$ cat src/shared/stb_defs.svh
`ifndef STB_DEFS_SVH
`define STB_DEFS_SVH

// Clock rate and tick periods
`define STB_CLK_HZ 125000000
`define STB_TB1_MS 1
`define STB_TB10_MS 10
`define STB_TB100_MS 100
`define STB_CYC_PER_MS ((`STB_CLK_HZ) / 1000)

// Timer number ranges
`define STB_T1MS_A 8'd32
`define STB_T1MS_B 8'd96
`define STB_T10_LO_A 8'd33
`define STB_T10_HI_A 8'd36
`define STB_T10_LO_B 8'd97
`define STB_T10_HI_B 8'd100

// Reset values
`define STB_ET_RST 16'h0000
`define STB_MS_RST 32'h0000_0000

`endif

$ cat src/shared/stb_pkg.sv
package stb_pkg;
  typedef enum logic [1:0] {
    STB_ON_DELAY,
    STB_OFF_DELAY,
    STB_PULSE
  } stb_mode_t;
  typedef enum logic [1:0] {
    STB_TB_1MS,
    STB_TB_10MS,
    STB_TB_100MS
  } stb_base_t;
endpackage

$ cat src/logic/stb_tick_gen.sv
`timescale 1ns/100ps
`include "stb_defs.svh"
module stb_tick_gen #(
  parameter int CYC_PER_MS = `STB_CYC_PER_MS
) (
  // Clock and reset
  input wire logic i_clk,
  input wire logic i_nrst,
  // Ticks, one cycle each
  output logic o_tick_1ms,
  output logic o_tick_10ms,
  output logic o_tick_100ms
);
  logic [31:0] cyc;
  logic [3:0] div10;
  logic [3:0] div100;
  logic ms;

  assign ms = (cyc == 32'(CYC_PER_MS - 1));

  always_ff @(posedge i_clk) begin
    if (!i_nrst) begin
      cyc <= 32'h0;
    end else if (ms) begin
      cyc <= 32'h0;
    end else begin
      cyc <= cyc + 32'h1;
    end
  end

  always_ff @(posedge i_clk) begin
    if (!i_nrst) begin
      div10 <= 4'h0;
      div100 <= 4'h0;
      o_tick_1ms <= 1'b0;
      o_tick_10ms <= 1'b0;
      o_tick_100ms <= 1'b0;
    end else begin
      o_tick_1ms <= ms;
      o_tick_10ms <= ms && div10 == 4'h9;
      o_tick_100ms <= ms && div10 == 4'h9 && div100 == 4'h9;
      if (ms) begin
        div10 <= (div10 == 4'h9) ? 4'h0 : div10 + 4'h1;
        if (div10 == 4'h9) begin
          div100 <= (div100 == 4'h9) ? 4'h0 : div100 + 4'h1;
        end
      end
    end
  end
endmodule

$ cat src/logic/stb_timer_cell.sv
`timescale 1ns/100ps
`include "stb_defs.svh"
module stb_timer_cell
  import stb_pkg::*;
#(
  parameter int ET_W = 16
) (
  // Clock and reset
  input wire logic i_clk,
  input wire logic i_nrst,
  // Control
  input stb_mode_t i_mode,
  input wire logic i_tick,
  input wire logic i_enable,
  input wire logic [ET_W-1:0] i_preset_time,
  // Results
  output logic o_q,
  output logic [ET_W-1:0] o_elapsed_count
);
  logic en_d;
  logic running;
  logic rise;
  logic fall;
  logic at_pt;

  assign rise = i_enable && !en_d;
  assign fall = !i_enable && en_d;
  assign at_pt = (o_elapsed_count >= i_preset_time);

  always_ff @(posedge i_clk) begin
    if (!i_nrst) begin
      en_d <= 1'b0;
    end else begin
      en_d <= i_enable;
    end
  end

  always_ff @(posedge i_clk) begin
    if (!i_nrst) begin
      o_q <= 1'b0;
      running <= 1'b0;
      o_elapsed_count <= `STB_ET_RST;
    end else begin
      unique case (i_mode)
        STB_ON_DELAY: begin
          running <= 1'b0;
          if (!i_enable) begin
            o_q <= 1'b0;
            o_elapsed_count <= `STB_ET_RST;
          end else if (at_pt) begin
            o_q <= 1'b1;
          end else if (i_tick) begin
            o_elapsed_count <= o_elapsed_count + 1'b1;
          end
        end
        STB_OFF_DELAY: begin
          if (i_enable) begin
            o_q <= 1'b1;
            running <= 1'b0;
            o_elapsed_count <= `STB_ET_RST;
          end else if (fall) begin
            running <= 1'b1;
          end else if (running) begin
            if (at_pt) begin
              o_q <= 1'b0;
              running <= 1'b0;
            end else if (i_tick) begin
              o_elapsed_count <= o_elapsed_count + 1'b1;
            end
          end
        end
        STB_PULSE: begin
          if (rise && !running && !o_q) begin
            o_q <= 1'b1;
            running <= 1'b1;
            o_elapsed_count <= `STB_ET_RST;
          end else if (running) begin
            if (at_pt) begin
              o_q <= 1'b0;
              running <= 1'b0;
            end else if (i_tick) begin
              o_elapsed_count <= o_elapsed_count + 1'b1;
            end
          end else if (!i_enable) begin
            o_elapsed_count <= `STB_ET_RST;
          end
        end
        default: begin
          o_q <= 1'b0;
          running <= 1'b0;
        end
      endcase
    end
  end
endmodule

$ cat src/logic/stb_timer_bank.sv
`timescale 1ns/100ps
`include "stb_defs.svh"
module stb_timer_bank
  import stb_pkg::*;
#(
  parameter int N_TMR = 4,
  parameter int ET_W = 16,
  parameter int CYC_PER_MS = `STB_CYC_PER_MS,
  parameter logic [N_TMR*8-1:0] TMR_NUM = {8'd37, 8'd33, 8'd96, 8'd32}
) (
  // Clock and reset
  input wire logic I_CLK,
  input wire logic I_NRST,
  // Timer controls, one slot per instance
  input wire logic [N_TMR*2-1:0] I_MODE,
  input wire logic [N_TMR-1:0] I_ENABLE,
  input wire logic [N_TMR*ET_W-1:0] I_PRESET_TIME,
  // Timer results
  output logic [N_TMR-1:0] O_Q,
  output logic [N_TMR*ET_W-1:0] O_ELAPSED_COUNT,
  // Interval requests
  input wire logic I_BEGIN_INTERVAL_SNAPSHOT,
  input wire logic I_CALCULATE_INTERVAL_DIFFERENCE,
  input wire logic [31:0] I_INTERVAL_START,
  // Interval answer
  output logic O_INTERVAL_VALID,
  output logic [31:0] O_INTERVAL_VALUE,
  output logic [31:0] O_MS_COUNT
);
  // ==========================================================
  // Time base decode
  function automatic stb_base_t base_of(input logic [7:0] n);
    if (n == `STB_T1MS_A || n == `STB_T1MS_B) begin
      return STB_TB_1MS;
    end else if ((n >= `STB_T10_LO_A && n <= `STB_T10_HI_A) ||
                 (n >= `STB_T10_LO_B && n <= `STB_T10_HI_B)) begin
      return STB_TB_10MS;
    end else begin
      return STB_TB_100MS;
    end
  endfunction

  // ==========================================================
  // Tick generation
  logic tick_1ms;
  logic tick_10ms;
  logic tick_100ms;

  stb_tick_gen #(
    .CYC_PER_MS(CYC_PER_MS)
  ) u_tick (
    .i_clk(I_CLK),
    .i_nrst(I_NRST),
    .o_tick_1ms(tick_1ms),
    .o_tick_10ms(tick_10ms),
    .o_tick_100ms(tick_100ms)
  );

  // ==========================================================
  // Timer instances
  logic [N_TMR-1:0] q;
  logic [N_TMR*ET_W-1:0] et;

  for (genvar g = 0; g < N_TMR; g++) begin : g_tmr
    localparam stb_base_t BASE = base_of(TMR_NUM[g*8 +: 8]);
    logic tick;
    assign tick = (BASE == STB_TB_1MS) ? tick_1ms :
                  (BASE == STB_TB_10MS) ? tick_10ms : tick_100ms;
    stb_timer_cell #(
      .ET_W(ET_W)
    ) u_cell (
      .i_clk(I_CLK),
      .i_nrst(I_NRST),
      .i_mode(stb_mode_t'(I_MODE[g*2 +: 2])),
      .i_tick(tick),
      .i_enable(I_ENABLE[g]),
      .i_preset_time(I_PRESET_TIME[g*ET_W +: ET_W]),
      .o_q(q[g]),
      .o_elapsed_count(et[g*ET_W +: ET_W])
    );
  end

  always_ff @(posedge I_CLK) begin
    if (!I_NRST) begin
      O_Q <= '0;
      O_ELAPSED_COUNT <= '0;
    end else begin
      O_Q <= q;
      O_ELAPSED_COUNT <= et;
    end
  end

  // ==========================================================
  // Millisecond counter and interval requests
  logic [31:0] ms_count;

  always_ff @(posedge I_CLK) begin
    if (!I_NRST) begin
      ms_count <= `STB_MS_RST;
    end else if (tick_1ms) begin
      ms_count <= ms_count + 32'h1;
    end
  end

  always_ff @(posedge I_CLK) begin
    if (!I_NRST) begin
      O_INTERVAL_VALID <= 1'b0;
      O_INTERVAL_VALUE <= 32'h0;
      O_MS_COUNT <= `STB_MS_RST;
    end else begin
      O_MS_COUNT <= ms_count;
      O_INTERVAL_VALID <= I_BEGIN_INTERVAL_SNAPSHOT ||
                          I_CALCULATE_INTERVAL_DIFFERENCE;
      if (I_BEGIN_INTERVAL_SNAPSHOT) begin
        O_INTERVAL_VALUE <= ms_count;
      end else if (I_CALCULATE_INTERVAL_DIFFERENCE) begin
        O_INTERVAL_VALUE <= ms_count - I_INTERVAL_START;
      end
    end
  end
endmodule

$ cat config.mk
export PLATFORM = sky130hd
export DESIGN_NAME = stb_timer_bank
export DESIGN_NICKNAME = d
export VERILOG_FILES = /design/src/shared/stb_pkg.sv /design/src/logic/stb_tick_gen.sv /design/src/logic/stb_timer_cell.sv /design/src/logic/stb_timer_bank.sv
export VERILOG_INCLUDE_DIRS = /design/src /design/src/shared
export SDC_FILE = /design/constraint.sdc
export NUM_CORES = 1
export LEC_CHECK = 0
export BUFFER_PORTS_ARGS = -buffer_cell sky130_fd_sc_hd__buf_2
export CAP_MARGIN = 20
export CORE_ASPECT_RATIO = 0.75
export CORE_MARGIN = 2
export CORE_UTILIZATION = 30
export DETAILED_ROUTE_END_ITERATION = 8
export PLACE_DENSITY = 0.51
export SLEW_MARGIN = 5
export SYNTH_ARGS = -nofsm -noshare
export SYNTH_HDL_FRONTEND = slang
export SYNTH_HIERARCHICAL = 1
export SYNTH_SLANG_ARGS = --single-unit
$ cat constraint.sdc
create_clock -name I_CLK -period 7.5 [get_ports I_CLK]
set_input_delay 1.125 -clock I_CLK [delete_from_list [all_inputs] [get_ports I_CLK]]
set_output_delay 1.125 -clock I_CLK [all_outputs]
set_load 0.05 [all_outputs]
==> flow_summary_export.csv <==
group,metric,value,unit
outcome,status,"completed",
layout,n_fill_cell,5304,
placement,hpwl,31.1,mm
placement,dp_cells,2661,
clocking,cts-root-buf,"clkbuf_16",
clocking,cts_sinks,284,
clocking,post_cts_buffers,0,
drt,avgViaCountPerCell,4.98,
layout,layout-drive-gt1-share,18.6,%
clocking,cts_made_buffers,35,
grt,grt_pass1_wl,67.8,mm
die,rows,72,
logic_synthesis,synthMuxAreaShare,1.17,%
placement,io_buffers,244,
power,clockPowerShare,48.2,%
logic_synthesis,synthAdderAreaFrac,9.92,%
timing,fmax,318,MHz
power,p_leak,0.00813,uW
worst_setup_path,worstPathRequired,7.94,ns
placement,gp_congestion,0.855,
logic_synthesis,synth_fp_nets,2043,
clocking,cts_resized,0,
flow_run,maxCapViolCount,0,
drt,ant_nets,0,
clocking,clockBufferDepth,3,
power,p_switching,864,uW
timing,worst_slew_pin_slew,0.872,ns
die,core,51300,um^2
logic_synthesis,synth_edf_count,0,
drt,num_vias,13500,
power,internal_power,2630,uW
logic_synthesis,ys_warn_count,6,
timing,timing.hold.ws,0.470,ns
worst_setup_path,path_class,"in2reg",
logic_synthesis,yosys_most_used_dff,"dfxtp_1",
clocking,cts_max_level,2,
logic_synthesis,synth-seq-cells,284,
clocking,cts_tree,"built",
timing,period_share,42.0,%
clocking,cts_hold_buf,0,
logic_synthesis,synth_xor_area_share,4.76,%
logic_synthesis,synth_compound_gate_area_share,16.8,%
die,fp.dieH,201,um
clocking,path_clk_slew,0.06,ns
power,seq_power_share,44.0,%
logic_synthesis,synth_cells,1809,
logic_synthesis,synth_top_family_by_area,"simple AND/OR/NAND/NOR gates",
layout,fin_cells,2722,
clocking,clock_latency,0.55,ns
worst_setup_path,startpoint_type,"input port",
power,power_frac_comb,7.8,%
timing,finalSetupViolations,0,
grt,grt_pass1_vias,12900,
power,p_total,3490,uW
power,switching_share,24.7,%
logic_synthesis,synth_cell_types,96,
timing,period_needed,3.15,ns
drt,wl_per_cell,15.6,um
timing,setup_slack,4.35,ns
die,start_util,30.2,%
timing,hold_viol,0,
grt,grt_remaining_overflow,0,
drt,drc,0,
drt,drtPass1Iterations,6,
drt,drt-total-wl,42.5,mm
layout,antenna_cells,0,
power,p_per_area,189,nW/um^2
logic_synthesis,seq_area_frac_synth,36.7,%
timing,tns,0,ns
logic_synthesis,async_reset_ff_share,0,%
placement,dp_slack,3.80,ns
timing,rsz0062_at_grt,"no",
die,die_w,266,um
logic_synthesis,syn_area,15500,um^2
timing,skew,0.0336,ns
worst_setup_path,path_max_fanout,4,
die,dieArea,53400,um^2
die,pin_count,245,
logic_synthesis,synth_simple_gate_area_share,25.3,%
timing,slew_headroom,41.9,%
grt,grt_use_total,15.5,%
worst_hold_path,hp-class,"reg2reg",
layout,fin_nets,2267,
power,ir_drop,0.115,mV
timing,drv_slew,0,
grt,antenna_found_initial,1,
worst_setup_path,worst_setup_path_end_kind,"flop",
grt,grt_max_degree,97,
drt,drt-initial-drc-count,689,
logic_synthesis,syn_avg_cell_area,8.55,um^2
layout,area_growth,19.2,%
worst_setup_path,crit_arrival,3.59,ns
-- area by class of cell --
type / count / area [um^2] / area share [%]
tap: 666 / 833 / 4.52
multi-input combinational: 1316 / 8960 / 48.6
sequential: 284 / 5690 / 30.8
inverter: 141 / 529 / 2.87
clock inverter: 12 / 141 / 0.767
timing repair buffer: 255 / 1310 / 7.09
clock buffer: 48 / 975 / 5.29
-- cell usage in the layout, fill, tap and decap left out, drive strengths merged, types with 5 or more instances in the layout --
cell	n
nand3	60
o211a	5
o22ai	11
nor2	146
a211oi	13
clkinv	8
o21a	10
o31ai	33
nand4	48
nand2b	9
dfxtp	284
mux2i	17
xor2	48
o311ai	6
and4	10
inv	141
nand3b	7
nand2	135
and3	38
o211ai	9
nor4	10
a21oi	134
or4	30
or3	35
a31o	10
o21ai	87
and2	110
o21bai	5
clkbuf	49
nor3	27
xnor2	36
ha	121
and3b	6
a21o	7
buf	254
nor2b	17
a31oi	15
-- power by group through the flow --
stage | logic, uW | registers (uW) | clock network, uW
after floorplan | 151 | 1600 | 0
after global placement | 268 | 1570 | 0
after detailed placement | 272 | 1570 | 0
after CTS | 274 | 1530 | 1750
after global routing | 302 | 1540 | 1810
final | 273 | 1530 | 1680
-- critical path, stage by stage --
cell and delay [ns]:
buf_2 0.10, ha_1 0.24, fa_1 0.43, and2b_1 0.27, o2111ai_1 0.21, a21oi_1 0.32
a31oi_2 0.24, nor4_2 0.36, o2111ai_1 0.14, o311ai_1 0.14
-- final timing paths --
check / from / end / slack, ns / depth (start not counted)
min reg2reg: u_tick/cyc[0]$_SDFF_PP0_ / u_tick/cyc[0]$_SDFF_PP0_ / 0.47 / 1
max reg2reg: ms_count[0]$_SDFFE_PN0P_ / O_INTERVAL_VALUE[28]$_SDFFE_PN0P_ / 4.46 / 10
max: I_INTERVAL_START[0] / O_INTERVAL_VALUE[28]$_SDFFE_PN0P_ / 4.35 / 10
min: u_tick/cyc[0]$_SDFF_PP0_ / u_tick/cyc[0]$_SDFF_PP0_ / 0.47 / 1
-- flip-flops by register name (all words and copies together), names as in the netlist, 32 cells and up --
name,flops
O_MS_COUNT,32
g_tmr.u_cell/o_elapsed_count,64
O_INTERVAL_VALUE,32
O_ELAPSED_COUNT,64
ms_count,32
u_tick/cyc,32
-- routing by layer --
| layer | GRT usage, % | wire (um) | up-vias |
|---|---|---|---|
| li1 | - | - | 6860 |
| met1 | 21.7 | 21200 | 6371 |
| met2 | 23.8 | 18200 | 257 |
| met3 | 3.56 | 2240 | 55 |
| met4 | 4.33 | 873 | 0 |
| met5 | 0 | 0 | - |
-- cell usage after synthesis, drive strengths merged (4+ instances only) --
cell	instances	share of area (%)
dfxtp	284	37
nor2	146	3.6
inv	140	3.4
nand2	135	3.3
a21oi	134	4.3
ha	121	9.8
and2	110	4.5
o21ai	87	2.8
nand3	60	1.9
clkbuf	50	1.2
nand4	48	2.0
xor2	48	2.7
and3	38	1.6
xnor2	36	2.0
or3	35	1.4
o31ai	33	1.7
or4	30	1.5
nor3	27	1.0
buf	18	0.70
mux2i	17	1.1
nor2b	17	0.69
a31oi	15	0.74
a211oi	13	0.66
o22ai	11	0.44
a31o	10	0.57
and4	10	0.57
nor4	10	0.49
o21a	10	0.49
nand2b	9	0.41
o211ai	9	0.53
a21o	7	0.34
nand3b	7	0.82
and3b	6	0.36
o311ai	6	0.53
o211a	5	0.32
o21bai	5	0.24
a21boi	4	0.19
a22oi	4	0.46
nand4b	4	0.23
nor3b	4	0.19
o31a	4	0.25
o41ai	4	0.23
-- per-stage QoR --
stage / util (%) / area (um^2)
floorplan: - / 15500
global placement: 33.8 / 17300
detailed placement: 33.8 / 17300
CTS: 35.9 / 18400
global route: 36.0 / 18400
finish: 36.0 / 18400
-- kinds of logic after synthesis --
group,after synthesis
simple gates,708
buf+inv,209
mux,18
fa+ha+maj,122
flops,284
xor+xnor,84
compound gates,384
Power figures use the tool's default switching activity.
